<file path="config.mk">
export PLATFORM = sky130hd
export DESIGN_NAME = hrs_upload
export DESIGN_NICKNAME = d
export VERILOG_FILES = /design/src/core/hrs_pkg.sv /design/src/core/hrs_upload.sv /design/src/core/hrs_fifo.sv
export VERILOG_INCLUDE_DIRS = /design/src /design/src/core
export SDC_FILE = /design/constraint.sdc
export NUM_CORES = 1
export LEC_CHECK = 0
export ABC_AREA = 1
export BUFFER_PORTS_ARGS = -buffer_cell sky130_fd_sc_hd__buf_2
export CORE_ASPECT_RATIO = 0.7
export CORE_MARGIN = 2
export CORE_UTILIZATION = 45
export CTS_BUF_LIST = sky130_fd_sc_hd__clkbuf_2 sky130_fd_sc_hd__clkbuf_4 sky130_fd_sc_hd__clkbuf_8
export DETAILED_ROUTE_END_ITERATION = 12
export PLACE_DENSITY = 0.61
export SLEW_MARGIN = 40
export SYNTH_ARGS = -nofsm -noshare
export SYNTH_HDL_FRONTEND = slang
export SYNTH_SLANG_ARGS = --single-unit
</file>
<file path="constraint.sdc">
create_clock -name i_clk -period 3.5 [get_ports i_clk]
set_input_delay 0.7 -clock i_clk [delete_from_list [all_inputs] [get_ports i_clk]]
set_output_delay 0.7 -clock i_clk [all_outputs]
set_load 0.02 [all_outputs]
</file>
<file path="src/core/hrs_consts.svh">
`ifndef HRS_CONSTS_SVH
`define HRS_CONSTS_SVH
// record types
`define HRS_TYPE_DATA     8'h00
`define HRS_TYPE_EOF      8'h01
`define HRS_TYPE_FILENUM  8'h02
// characters
`define HRS_CHAR_COLON    8'h3A
`define HRS_CHAR_CTRLZ    8'h1A
`define HRS_CHAR_CR       8'h0D
`define HRS_CHAR_LF       8'h0A
// most data bytes in one record
`define HRS_MAX_DATA      5'h10
// user memory top address
`define HRS_USER_TOP      16'h7FFF
// timer reference and system clock, Hz
`define HRS_REF_HZ        6000000
`define HRS_SYS_HZ        200000000
// rate codes
`define HRS_RATE_RESET    3'h4
// character format bits: start, 8 data, stop
`define HRS_CHAR_BITS     4'hA
`endif

</file>
<file path="src/core/hrs_pkg.sv">
package hrs_pkg;
    // frame sequencer states
    typedef enum logic [3:0] {
        HRS_IDLE, HRS_MARK, HRS_HDR, HRS_DATA, HRS_SUM, HRS_CR, HRS_LF,
        HRS_EOFZ, HRS_DONE
    } hrs_state_t;

    // record kinds
    typedef enum logic [1:0] {
        HRS_REC_FNUM, HRS_REC_DATA, HRS_REC_EOF
    } hrs_rec_t;

    // line front end selection
    typedef enum logic {
        HRS_LINE_RS232, HRS_LINE_LOOP
    } hrs_line_t;
endpackage : hrs_pkg

</file>
<file path="src/core/hrs_upload.sv">
// Overview of operation
// - end record: length 00, exec address, type 01
// - loaded file sets program counter from exec address
// - cassette file opens with file-number record, type 02
// - line front end RS-232 or current loop
// - character engine: dedicated controller or internal unit
// - timer reprogrammed on each new rate
// - rates 110 to 9600 baud only
// - selected rate readable unchanged
// - divisors assume 6 MHz reference
// - reset rate is 2400 baud
// - upload partition within user memory, sent as data
// - lowest partition address is load address
// - program counter at start is exec address
// - upload start turns listing off
// - loading shown until whole file sent
// - handshake looped locally, optionally external
// - data record: count, address, type 00, max sixteen
// - checksum is low byte of byte sum
// - two frames per byte, colon first
// - ASCII hex frames, control-Z ends file except in cassette mode
`include "hrs_consts.svh"
module hrs_upload #(
    parameter int FIFO_DEPTH = 8
) (
    input  wire logic        i_clk,          // 200 MHz clock
    input  wire logic        i_rst_b,        // async reset, low
    input  wire logic        i_start,        // upload request pulse
    input  wire logic        i_cassette,     // emit file-number record
    input  wire logic [15:0] i_file_num,     // cassette file number
    input  wire logic [15:0] i_part_lo,      // partition first address
    input  wire logic [15:0] i_part_hi,      // partition last address
    input  wire logic [15:0] i_pc,           // current program counter
    output logic [15:0]      o_mem_addr,     // memory read address
    input  wire logic [7:0]  i_mem_data,     // memory byte, same cycle
    input  wire logic        i_load_done,    // received file finished, pulse
    input  wire logic [15:0] i_load_exec,    // exec address of received file
    output logic [15:0]      o_program_counter, // program counter
    input  wire logic        i_list_on,      // set listing on, pulse
    output logic             o_list_mode,    // listing mode
    input  wire logic        i_rate_wr,      // rate write pulse
    input  wire logic [2:0]  i_rate_sel,     // rate code 0..6
    output logic [2:0]       o_rate_sel,     // rate code read back
    input  wire logic        i_line_sel,     // 0 RS-232, 1 loop
    input  wire logic        i_engine_sel,   // 0 dedicated, 1 internal
    input  wire logic        i_int_txd,      // internal unit serial out
    input  wire logic        i_ext_hs,       // use external handshake
    input  wire logic        i_cts_b,        // clear to send, low (pin)
    output logic             o_rts_b,        // request to send, low
    output logic             o_txd_rs232,    // RS-232 data out
    output logic             o_txd_loop,     // current loop data out
    output logic             o_bit_rate_clock, // timer output, 16x
    output logic             o_loading,      // loading shown
    output logic             o_bad_part      // partition refused
);
    // timer divisors, 16x clock from 6 MHz reference (half periods)
    function automatic logic [15:0] hrs_div(input logic [2:0] code);
        case (code)
            3'h0: hrs_div = 16'(`HRS_REF_HZ / (110 * 32));
            3'h1: hrs_div = 16'(`HRS_REF_HZ / (300 * 32));
            3'h2: hrs_div = 16'(`HRS_REF_HZ / (600 * 32));
            3'h3: hrs_div = 16'(`HRS_REF_HZ / (1200 * 32));
            3'h4: hrs_div = 16'(`HRS_REF_HZ / (2400 * 32));
            3'h5: hrs_div = 16'(`HRS_REF_HZ / (4800 * 32));
            default: hrs_div = 16'(`HRS_REF_HZ / (9600 * 32));
        endcase
    endfunction : hrs_div
    // nibble to ASCII hex
    function automatic logic [7:0] hrs_hex(input logic [3:0] n);
        hrs_hex = (n < 4'hA) ? 8'h30 + {4'h0, n} : 8'h37 + {4'h0, n};
    endfunction : hrs_hex

    // reference tick from system clock: 200/6 approx by fraction
    localparam logic [7:0] REF_NUM = 8'h03;          // 6/200 = 3/100
    localparam logic [7:0] REF_DEN = 8'h64;

    // all state in one struct
    typedef struct packed {
        hrs_pkg::hrs_state_t state;   // sequencer
        hrs_pkg::hrs_rec_t   rec;     // record kind
        logic [15:0] addr;            // next byte address
        logic [15:0] hi;              // last partition byte
        logic [15:0] exec;            // latched exec address
        logic [15:0] fnum;            // file number
        logic [4:0]  len;             // bytes in current record
        logic [4:0]  idx;             // byte index within field
        logic        nib;             // 0 high frame, 1 low frame
        logic [7:0]  sum;             // running byte sum
        logic [15:0] pc;              // program counter
        logic        list;            // listing mode
        logic [2:0]  rate;            // selected rate code
        logic [15:0] div;             // timer reload
        logic [15:0] tcnt;            // timer count
        logic [7:0]  frac;            // reference accumulator
        logic        bclk;            // bit rate clock
        logic        bclk_d;          // edge detect
        logic [3:0]  sub;             // 16x sub count
        logic [9:0]  shreg;           // tx shift
        logic [3:0]  bits;            // bits left
        logic        txd;             // dedicated engine out
        logic        cts_s1;          // sync stage 1
        logic        cts_s2;          // sync stage 2
        logic        int_s1;          // sync stage 1
        logic        int_s2;          // sync stage 2
        logic        txd_rs;          // rs232 pin
        logic        txd_lp;          // loop pin
        logic        loading;         // loading indicator
        logic        bad;             // refused partition
        logic        rts_b;           // request to send, low
    } hrs_st_t;
    hrs_st_t st, next_st;

    // character fifo between framer and shifter
    logic [7:0] f_in;
    logic       f_in_v, f_rdy, f_out_v, f_take;
    logic [7:0] f_out;
    hrs_fifo #(.WIDTH(8), .DEPTH(FIFO_DEPTH)) u_fifo (
        .i_clk   (i_clk),
        .i_rst_b (i_rst_b),
        .i_data  (f_in),
        .i_valid (f_in_v),
        .o_ready (f_rdy),
        .o_data  (f_out),
        .o_valid (f_out_v),
        .i_ready (f_take)
    );

    logic [7:0] cur_byte;     // byte being framed
    logic       clr;          // handshake permits sending
    logic       btick;        // one bit period elapsed
    logic [15:0] left;        // bytes remaining minus one

    // byte selection for header/data fields
    always_comb
    begin
        cur_byte = 8'h00;
        left = st.hi - st.addr;
        case (st.state)
            hrs_pkg::HRS_HDR:
                case (st.idx[1:0])
                    2'h0: cur_byte = {3'h0, st.len};
                    2'h1: cur_byte = (st.rec == hrs_pkg::HRS_REC_DATA) ? st.addr[15:8] :
                                     (st.rec == hrs_pkg::HRS_REC_EOF) ? st.exec[15:8] : st.fnum[15:8];
                    2'h2: cur_byte = (st.rec == hrs_pkg::HRS_REC_DATA) ? st.addr[7:0] :
                                     (st.rec == hrs_pkg::HRS_REC_EOF) ? st.exec[7:0] : st.fnum[7:0];
                    default: cur_byte = (st.rec == hrs_pkg::HRS_REC_DATA) ? `HRS_TYPE_DATA :
                                        (st.rec == hrs_pkg::HRS_REC_EOF) ? `HRS_TYPE_EOF :
                                        `HRS_TYPE_FILENUM;
                endcase
            hrs_pkg::HRS_DATA: cur_byte = i_mem_data;
            hrs_pkg::HRS_SUM:  cur_byte = st.sum;
            default: cur_byte = 8'h00;
        endcase
    end

    assign clr    = i_ext_hs ? !st.cts_s2 : 1'b1;
    assign btick  = (st.bclk && !st.bclk_d) && (st.sub == 4'hF);
    assign f_take = btick && f_out_v && clr && (st.bits == 4'h0);  // empty fifo never framed
    assign f_in   = (st.state == hrs_pkg::HRS_MARK) ? `HRS_CHAR_COLON :
                    (st.state == hrs_pkg::HRS_CR)   ? `HRS_CHAR_CR :
                    (st.state == hrs_pkg::HRS_LF)   ? `HRS_CHAR_LF :
                    (st.state == hrs_pkg::HRS_EOFZ) ? `HRS_CHAR_CTRLZ :
                    hrs_hex(st.nib ? cur_byte[3:0] : cur_byte[7:4]);
    assign f_in_v = (st.state != hrs_pkg::HRS_IDLE) && (st.state != hrs_pkg::HRS_DONE);

    // sequencer, timer, shifter
    always_comb
    begin
        next_st = st;
        next_st.cts_s1 = i_cts_b;
        next_st.cts_s2 = st.cts_s1;
        next_st.int_s1 = i_int_txd;
        next_st.int_s2 = st.int_s1;
        next_st.bclk_d = st.bclk;
        // rate selection, out-of-range codes refused
        if (i_rate_wr && i_rate_sel <= 3'h6)
        begin
            next_st.rate = i_rate_sel;
            next_st.div  = hrs_div(i_rate_sel);
            next_st.tcnt = 16'h0000;
        end
        else
        begin
            // reference tick at 6 MHz average, then timer
            if (st.frac + REF_NUM >= REF_DEN)
            begin
                next_st.frac = st.frac + REF_NUM - REF_DEN;
                if (st.tcnt + 16'h0001 >= st.div)
                begin
                    next_st.tcnt = 16'h0000;
                    next_st.bclk = !st.bclk;
                end
                else
                    next_st.tcnt = st.tcnt + 16'h0001;
            end
            else
                next_st.frac = st.frac + REF_NUM;
        end
        // shifter, 8N1 LSB first at 1/16 of the bit clock
        if (st.bclk && !st.bclk_d)
            next_st.sub = st.sub + 4'h1;
        if (f_take)
        begin
            next_st.shreg = {1'b1, f_out, 1'b0};
            next_st.bits  = `HRS_CHAR_BITS;
        end
        else if (btick && st.bits != 4'h0)
        begin
            next_st.txd   = st.shreg[0];
            next_st.shreg = {1'b1, st.shreg[9:1]};
            next_st.bits  = st.bits - 4'h1;
        end
        // engine then line front end
        next_st.txd_rs = (i_line_sel == 1'(hrs_pkg::HRS_LINE_RS232)) ?
                         (i_engine_sel ? st.int_s2 : st.txd) : 1'b1;
        next_st.txd_lp = (i_line_sel == 1'(hrs_pkg::HRS_LINE_LOOP)) ?
                         (i_engine_sel ? st.int_s2 : st.txd) : 1'b1;
        // listing mode and received file
        if (i_list_on)
            next_st.list = 1'b1;
        if (i_load_done)
            next_st.pc = i_load_exec;
        else
            next_st.pc = i_pc;
        // framer
        if (f_in_v && f_rdy && st.state inside {hrs_pkg::HRS_HDR, hrs_pkg::HRS_DATA, hrs_pkg::HRS_SUM})
        begin
            if (st.nib && st.state != hrs_pkg::HRS_SUM)
                next_st.sum = st.sum + cur_byte;
        end
        case (st.state)
            hrs_pkg::HRS_IDLE:
                if (i_start)
                begin
                    next_st.list = 1'b0;
                    if (i_part_hi > `HRS_USER_TOP || i_part_lo > i_part_hi)
                        next_st.bad = 1'b1;
                    else
                    begin
                        next_st.bad     = 1'b0;
                        next_st.addr    = i_part_lo;
                        next_st.hi      = i_part_hi;
                        next_st.exec    = i_pc;
                        next_st.fnum    = i_file_num;
                        next_st.loading = 1'b1;
                        next_st.rec     = i_cassette ? hrs_pkg::HRS_REC_FNUM : hrs_pkg::HRS_REC_DATA;
                        next_st.len     = 5'h00;
                        next_st.state   = hrs_pkg::HRS_MARK;
                    end
                end
            hrs_pkg::HRS_MARK:
                if (f_rdy)
                begin
                    // size this record, at most sixteen, ascending
                    if (st.rec == hrs_pkg::HRS_REC_DATA)
                        next_st.len = (left >= 16'h000F) ? `HRS_MAX_DATA : 5'(left + 16'h0001);
                    else
                        next_st.len = 5'h00;
                    next_st.sum   = 8'h00;
                    next_st.idx   = 5'h00;
                    next_st.nib   = 1'b0;
                    next_st.state = hrs_pkg::HRS_HDR;
                end
            hrs_pkg::HRS_HDR:
                if (f_rdy)
                begin
                    next_st.nib = !st.nib;
                    if (st.nib)
                    begin
                        next_st.idx = st.idx + 5'h01;
                        if (st.idx == 5'h03)
                        begin
                            next_st.idx   = 5'h00;
                            next_st.state = (st.len == 5'h00) ? hrs_pkg::HRS_SUM : hrs_pkg::HRS_DATA;
                        end
                    end
                end
            hrs_pkg::HRS_DATA:
                if (f_rdy)
                begin
                    next_st.nib = !st.nib;
                    if (st.nib)
                    begin
                        next_st.addr = st.addr + 16'h0001;
                        next_st.idx  = st.idx + 5'h01;
                        if (st.idx + 5'h01 == st.len)
                            next_st.state = hrs_pkg::HRS_SUM;
                    end
                end
            hrs_pkg::HRS_SUM:
                if (f_rdy)
                begin
                    next_st.nib = !st.nib;
                    if (st.nib)
                        next_st.state = hrs_pkg::HRS_CR;
                end
            hrs_pkg::HRS_CR:
                if (f_rdy)
                    next_st.state = hrs_pkg::HRS_LF;
            hrs_pkg::HRS_LF:
                if (f_rdy)
                begin
                    next_st.state = hrs_pkg::HRS_MARK;
                    if (st.rec == hrs_pkg::HRS_REC_EOF)
                        next_st.state = i_cassette ? hrs_pkg::HRS_DONE : hrs_pkg::HRS_EOFZ;
                    else if (st.rec == hrs_pkg::HRS_REC_FNUM)
                        next_st.rec = hrs_pkg::HRS_REC_DATA;
                    else if (st.addr > st.hi || st.addr == 16'h0000)
                        next_st.rec = hrs_pkg::HRS_REC_EOF;
                end
            hrs_pkg::HRS_EOFZ:
                if (f_rdy)
                    next_st.state = hrs_pkg::HRS_DONE;
            hrs_pkg::HRS_DONE:
                // prompt only after last character left the line
                if (!f_out_v && st.bits == 4'h0)
                begin
                    next_st.loading = 1'b0;
                    next_st.state   = hrs_pkg::HRS_IDLE;
                end
            default: next_st.state = hrs_pkg::HRS_IDLE;
        endcase
        next_st.rts_b = !next_st.loading;
    end

    // state register, reset defaults
    always_ff @(posedge i_clk or negedge i_rst_b)
    begin
        if (!i_rst_b)
        begin
            st        <= '0;
            st.rts_b  <= 1'b1;
            st.rate   <= `HRS_RATE_RESET;
            st.div    <= 16'(`HRS_REF_HZ / (2400 * 32));
            st.txd    <= 1'b1;
            st.txd_rs <= 1'b1;
            st.txd_lp <= 1'b1;
            st.shreg  <= 10'h3FF;
            st.cts_s1 <= 1'b1;
            st.cts_s2 <= 1'b1;
            st.int_s1 <= 1'b1;
            st.int_s2 <= 1'b1;
        end
        else
            st <= next_st;
    end

    // outputs, all registered
    assign o_mem_addr        = st.addr;
    assign o_program_counter = st.pc;
    assign o_list_mode       = st.list;
    assign o_rate_sel        = st.rate;
    assign o_rts_b           = st.rts_b;     // asserted while sending
    assign o_txd_rs232       = st.txd_rs;
    assign o_txd_loop        = st.txd_lp;
    assign o_bit_rate_clock  = st.bclk;
    assign o_loading         = st.loading;
    assign o_bad_part        = st.bad;
endmodule : hrs_upload

</file>
<file path="src/core/hrs_fifo.sv">
`include "hrs_consts.svh"
module hrs_fifo #(
    parameter int WIDTH = 8,
    parameter int DEPTH = 8
) (
    input  wire logic             i_clk,      // system clock
    input  wire logic             i_rst_b,    // async reset, low
    input  wire logic [WIDTH-1:0] i_data,     // write data
    input  wire logic             i_valid,    // write request
    output logic                  o_ready,    // room available
    output logic [WIDTH-1:0]      o_data,     // head word
    output logic                  o_valid,    // not empty
    input  wire logic             i_ready     // reader takes head
);
    localparam int AW = $clog2(DEPTH);
    // whole state in one struct
    typedef struct packed {
        logic [DEPTH-1:0][WIDTH-1:0] mem;   // storage
        logic [AW-1:0]               wp;    // write index
        logic [AW-1:0]               rp;    // read index
        logic [AW:0]                 cnt;   // fill level
    } hrs_fifo_st_t;
    hrs_fifo_st_t st, next_st;
    logic push, pop;

    assign o_ready = (st.cnt != DEPTH[AW:0]);
    assign o_valid = (st.cnt != '0);
    assign o_data  = st.mem[st.rp];
    assign push    = i_valid && o_ready;
    assign pop     = i_ready && o_valid;

    // pointer and level update
    always_comb
    begin
        next_st = st;
        if (push)
        begin
            next_st.mem[st.wp] = i_data;
            next_st.wp = (st.wp == AW'(DEPTH-1)) ? '0 : st.wp + 1'b1;
        end
        if (pop)
            next_st.rp = (st.rp == AW'(DEPTH-1)) ? '0 : st.rp + 1'b1;
        next_st.cnt = st.cnt + {{AW{1'b0}}, push} - {{AW{1'b0}}, pop};
    end

    // registers
    always_ff @(posedge i_clk or negedge i_rst_b)
    begin
        if (!i_rst_b)
            st <= '0;
        else
            st <= next_st;
    end
endmodule : hrs_fifo

</file>
---- Yosys cells after proc, flatten, opt, wreduce, memory -nomap -nowiden ----
Index checks and enable logic that the tools add are counted.
word-level totals
  bits of input ports ..................... 103
  logic and storage cells ................. 247
  bits in registers ....................... 253
  output and inout bits ................... 42
operators by class
  $add $sub $neg .......................... 16
  reduce and logical (&&, ||, !) cells .... 50
  magnitude comparators ................... 11
  multiplexer cells ....................... 83
  equal/unequal tests ..................... 42
  bitwise logic cells ..................... 3
operators with widths
  cell                                                                                  count
  75-bit two-way mux                                                                    2
  16-bit two-way mux                                                                    6
  8-bit two-way mux                                                                     10
  11-bit case mux with 6 select lines                                                   1
  64-bit bitwise mux                                                                    1
  4-bit two-way mux                                                                     15
  8-bit case mux with 3 select lines                                                    2
  4-bit case mux with 9 select lines                                                    1
  7-bit two-way mux                                                                     5
  16-bit by 1-bit adder with 16-bit output, second input constant                       2
  16-bit greater-than comparator                                                        2
  16-bit case mux with 2 select lines                                                   1
  5-bit two-way mux                                                                     5
  8-bit binary-select mux with 3-bit select                                             1
  8-bit demux with 3-bit select                                                         1
  19-bit two-way mux                                                                    1
  6-bit two-way mux                                                                     3
  2-bit by 1-bit != test with 1-bit output, second input constant                       9
  4-bit by 3-bit == test with 1-bit output, second input constant                       4
  16-bit greater-or-equal comparator                                                    1
  16-bit by 4-bit greater-or-equal comparator with 1-bit output, second input constant  1
  16-bit by 15-bit greater-than comparator with 1-bit output, second input constant     1
  16-bit logical NOT                                                                    1
  4-bit nonzero test                                                                    4
  other kinds (56)                                                                      125

---- Logic depth before layout (Yosys ltp) ----
  depth after elaboration ................. 13
  gate-level depth with buffers ........... 24
  depth with buffers taken out ............ 22

---- By module ----
From an unflattened synthesis, not the netlist that was laid out.
second synthesis, totals
  cells, all modules ...................... 2,039
  area, all modules ....................... 15,720.1 µm²
modules (own cells, without submodules)
  module      sequential area each (µm²)  instances  cells each  area each (µm²)
  hrs_upload  4,383.0                     1          1,464       11,280.8
  hrs_fifo    1,851.8                     1          575         4,439.3

---- Worst setup path before layout ----
Ideal clock, no wire load.
  path type ............................... register to register
  start ................................... register st[173] (netlist name)
  end ..................................... register st[96] (netlist name)
  library setup time ...................... 113 ps
  required time ........................... 3,387 ps
  path slack .............................. 787 ps
  buffers on the path ..................... 2
  stages on the path, launching flop included .. 21
  arrival time ............................ 2,600 ps
  cell sequence ........................... dfrtp_1 inv_1 ha_1 buf_4 buf_6 o21ai_0 o22ai_1 nand2_1 nand3_1 nand2_1 nand3_1 ha_1 fa_1 a31oi_1 o21ai_1 nand2_1 nand2_1 xnor2_1 nand2_1 nand2_1 inv_1
RTL lines
  item                    line               RTL
  from (decl)             hrs_upload.sv:111  hrs_st_t st, next_st;
  from (signal assigned)  hrs_upload.sv:345  st <= next_st;

==> key figures <==
Synth
  • Post-synthesis register bit count: 240
  • Yosys top cell by area: dfrtp_1
  • Mapped Area: 0.0144 mm²
  • Dominant synthesized flop cell: dfrtp_1
  • Synth area leaders: dfrtp_1 (38%), nand2_1 (13%), ha_1 (6.8%), inv_1 (5.3%), o21ai_0 (5.3%)
  • Async S/R FF share, synth: 100%
  • Synthesized net count: 2014
  • Register area share after synthesis: 41.9%
  • Synth top area share: between 30% and 40%
  • Most frequent cell after synthesis: nand2_1
  • Ys Warns: 0
  • Commonest cells post-synth: nand2_1 (504), dfrtp_1 (217), inv_1 (204)
  • Post-Syn Area per Cell: 7.86 µm²
  • Mapped Cells: 1830
  • Yosys cell types: 64
  • Number of synthesized flops with an enable pin: 0

Route
  • ANT nets after route: 0
  • Vias: 12613
  • TritonRoute pass-1 iters: 5
  • Routed len/inst: 16.5 µm
  • Routed vias/inst: 5.26
  • DR iter-0 viols: 1148
  • Wirelength, routed: 39600 µm
  • Residual DRC: 0

Layout
  • Layout cells sized above 1: 15.8%
  • Filler cells: 3049
  • Final net count: 2136
  • Ant diodes: 0
  • Finished Layout Cells: 2399
  • Syn-to-layout area delta: 12.3%

Clock tree
  • Num CTS Buffers: 40
  • PostCTS Resize Cnt: 0
  • CTS sink count: between 200 and 250
  • TritonCTS clock tree: built
  • Worst-skew pair later-pin latency: 0.58 ns
  • Clock buffer depth: 3
  • Clock root buffer master: clkbuf_8
  • CTS Hold Bufs: 0
  • CTS H-Tree Depth: 2
  • Setup Buffers After CTS: 0
  • Clock slew at reported path FFs: 0.07 ns

Place
  • DP Cell Count: 2330
  • Place WS: ~0.41 ns
  • Port bufs: 144
  • GPL Wtd Cong: 0.949
  • Dpl hpwl: 29800 µm

Die
  • Rows: 54
  • Starting Density: approximately 46%
  • Die X: 218 µm
  • Die area: between 0.03 and 0.04 mm²
  • IO Pins: 145
  • Die height: 154 µm
  • Core area: 0.0313 mm²

STA
  • Setup_tns: 0 ns
  • Final setup margin: 0.365 ns
  • Fin. Hold Viols: 0
  • Maximum clock rate: ~320 MHz
  • Final Cycle Share: 89.6%
  • Period minus WS final: 3.13 ns
  • Worst-Margin Slew: 0.704 ns
  • Worst slew margin: 52.8%
  • # setup viols final: 0
  • Max-slew violation count: 0
  • Clk_skew: 0.0298 ns
  • Unrepaired setup endpoints after global routing: no

Global routing
  • First-pass GRT wire length: between 60000 and 70000 µm
  • Largest net degree at the start of global routing: 77
  • Vias in the first global route: ~12000
  • Aggregate global routing overflow: 0
  • Antenna violations before repair: 0
  • GRT Overall Usage: 24.0%

Pwr
  • P_int: 0.00496 W
  • Sequential share of power: 45.4%
  • Switching pwr: about 0.002 W
  • VDD IR max: 0.000369 V
  • Logic pwr share: between 10% and 20%
  • Clock share of power: 38.1%
  • Leakage: 8.09 nW
  • Sw Share: slightly below 30%
  • Cell Pwr Density: 431 mW/mm²

Min path
  • Hold/Removal Path Class: in2async

Critical path
  • Worst Setup End Kind: flip-flop
  • Worst EP required: 3.97 ns
  • WS Path Type: reg2reg
  • CP Launch Type: flip-flop
  • Worst Path Max Fanout: 13
  • WP data arrival: between 3 and 4 ns

Status
  • Status: completed

Job
  • Max-cap violations: 0
final timing paths:
path | endpoint | cells after the start | slack, ns | startpoint
max | st[96]$_DFF_PN0_ | 18 | 0.37 | st[174]$_DFFE_PN0P_
min | o_mem_addr[8]$_DFFE_PN0P_ | 1 | 0.1 | i_rst_b
max reg2reg | st[96]$_DFF_PN0_ | 18 | 0.37 | st[174]$_DFFE_PN0P_
min reg2reg | st[5]$_DFF_PN1_ | 0 | 0.35 | next_st[5]$_DFF_PN1_
max in group asynchronous | st[55]$_DFFE_PN1P_ | 2 | 2.59 | i_rst_b
min in group i_clk | next_st[7]$_DFF_PN1_ | 1 | 0.23 | i_cts_b
cell type report:
class | instances | area, µm² | share of cell area (%)
well taps | 420 | 526 | 3.25
inverters | 230 | 873 | 5.41
multi-input cells | 1284 | 7010 | 43.4
flip-flops and latches | 240 | 6030 | 37.4
repair buffers | 156 | 871 | 5.39
clock inverters | 4 | 48.8 | 0.302
clock buffers | 65 | 788 | 4.88
through the flow:
| step | cell area [µm²] | power [W] | hold WS (ns) | util, % |
|---|---|---|---|---|
| floorplan | 14400 | 0.00402 | 0.345 | - |
| global placement | 15300 | 0.00433 | 0.346 | 49.0 |
| detailed placement | 15300 | 0.00435 | 0.347 | 49.0 |
| CTS | 16200 | 0.00705 | 0.122 | 51.6 |
| global route | 16200 | 0.00736 | 0.139 | 51.6 |
| finish | 16200 | 0.00696 | 0.0966 | 51.6 |
worst max-delay path, stage by stage (launching register included):
cell and delay (ns):
dfrtp_1 0.41, inv_1 0.10, ha_1 0.45, inv_2 0.19, o211ai_1 0.22, nand3_1 0.12
nand2_1 0.10, nand3_1 0.08, ha_1 0.36, a21oi_1 0.18, inv_1 0.06, a31oi_1 0.25
o21ai_1 0.12, nand2_1 0.06, nand2_1 0.06, xnor2_1 0.13, nand2_1 0.06, nand2_1 0.06
inv_1 0.03
registers in the layout, summed over array words and instances, names as in the netlist, 2 cells and up:
register and cells:
next_st 2, o_mem_addr 16, o_program_counter 16, o_rate_sel 3, st 130, u_fifo.st 66
power by group through the flow:
stage / Sequential (W) / Combinational, W / Clock [W]
floorplan: 0.00319 / 0.000830 / 0
global placement: 0.00320 / 0.00112 / 0
detailed placement: 0.00320 / 0.00115 / 0
CTS: 0.00316 / 0.00116 / 0.00273
global route: 0.00319 / 0.00133 / 0.00285
finish: 0.00316 / 0.00115 / 0.00266
logic make-up (layout without fill, tap and decap cells):
| family | after synthesis | in the layout | share of synthesized area, % |
|---|---|---|---|
| DFF | 240 | 240 | 41.9 |
| AOI/OAI and AO/OA | 331 | 331 | 13.6 |
| muxes | 3 | 3 | 0.217 |
| buffers and inverters | 306 | 455 | 9.37 |
| adders and majority gates | 81 | 81 | 7.20 |
| and+or+nand+nor | 808 | 808 | 24.0 |
| xor gates and xnor gates | 61 | 61 | 3.71 |
cell usage in the layout, fill, tap and decap left out, types with 48 or more instances in the layout:
cell      netlist  routed
clkbuf_8        0      48
ha_1           78      78
a21oi_1        53      53
buf_2          17     143
nand2_1       504     504
dfrtp_1       217     217
nand3_1        87      86
inv_1         204     204
nor2_1        131     131
o21ai_0       151     151
metal layers:
layer  global-route usage (%)  part of all wire [%]  wire length, µm  up-vias
li1                         -                     -                -     6198
met1                     38.8                    52            20600     5922
met4                     5.71                   1.6              627        0
met2                     31.3                    38            14900      444
met5                        0                     0                0        -
met3                     5.82                   8.6             3420       49
(Power assumes the default switching activity.)
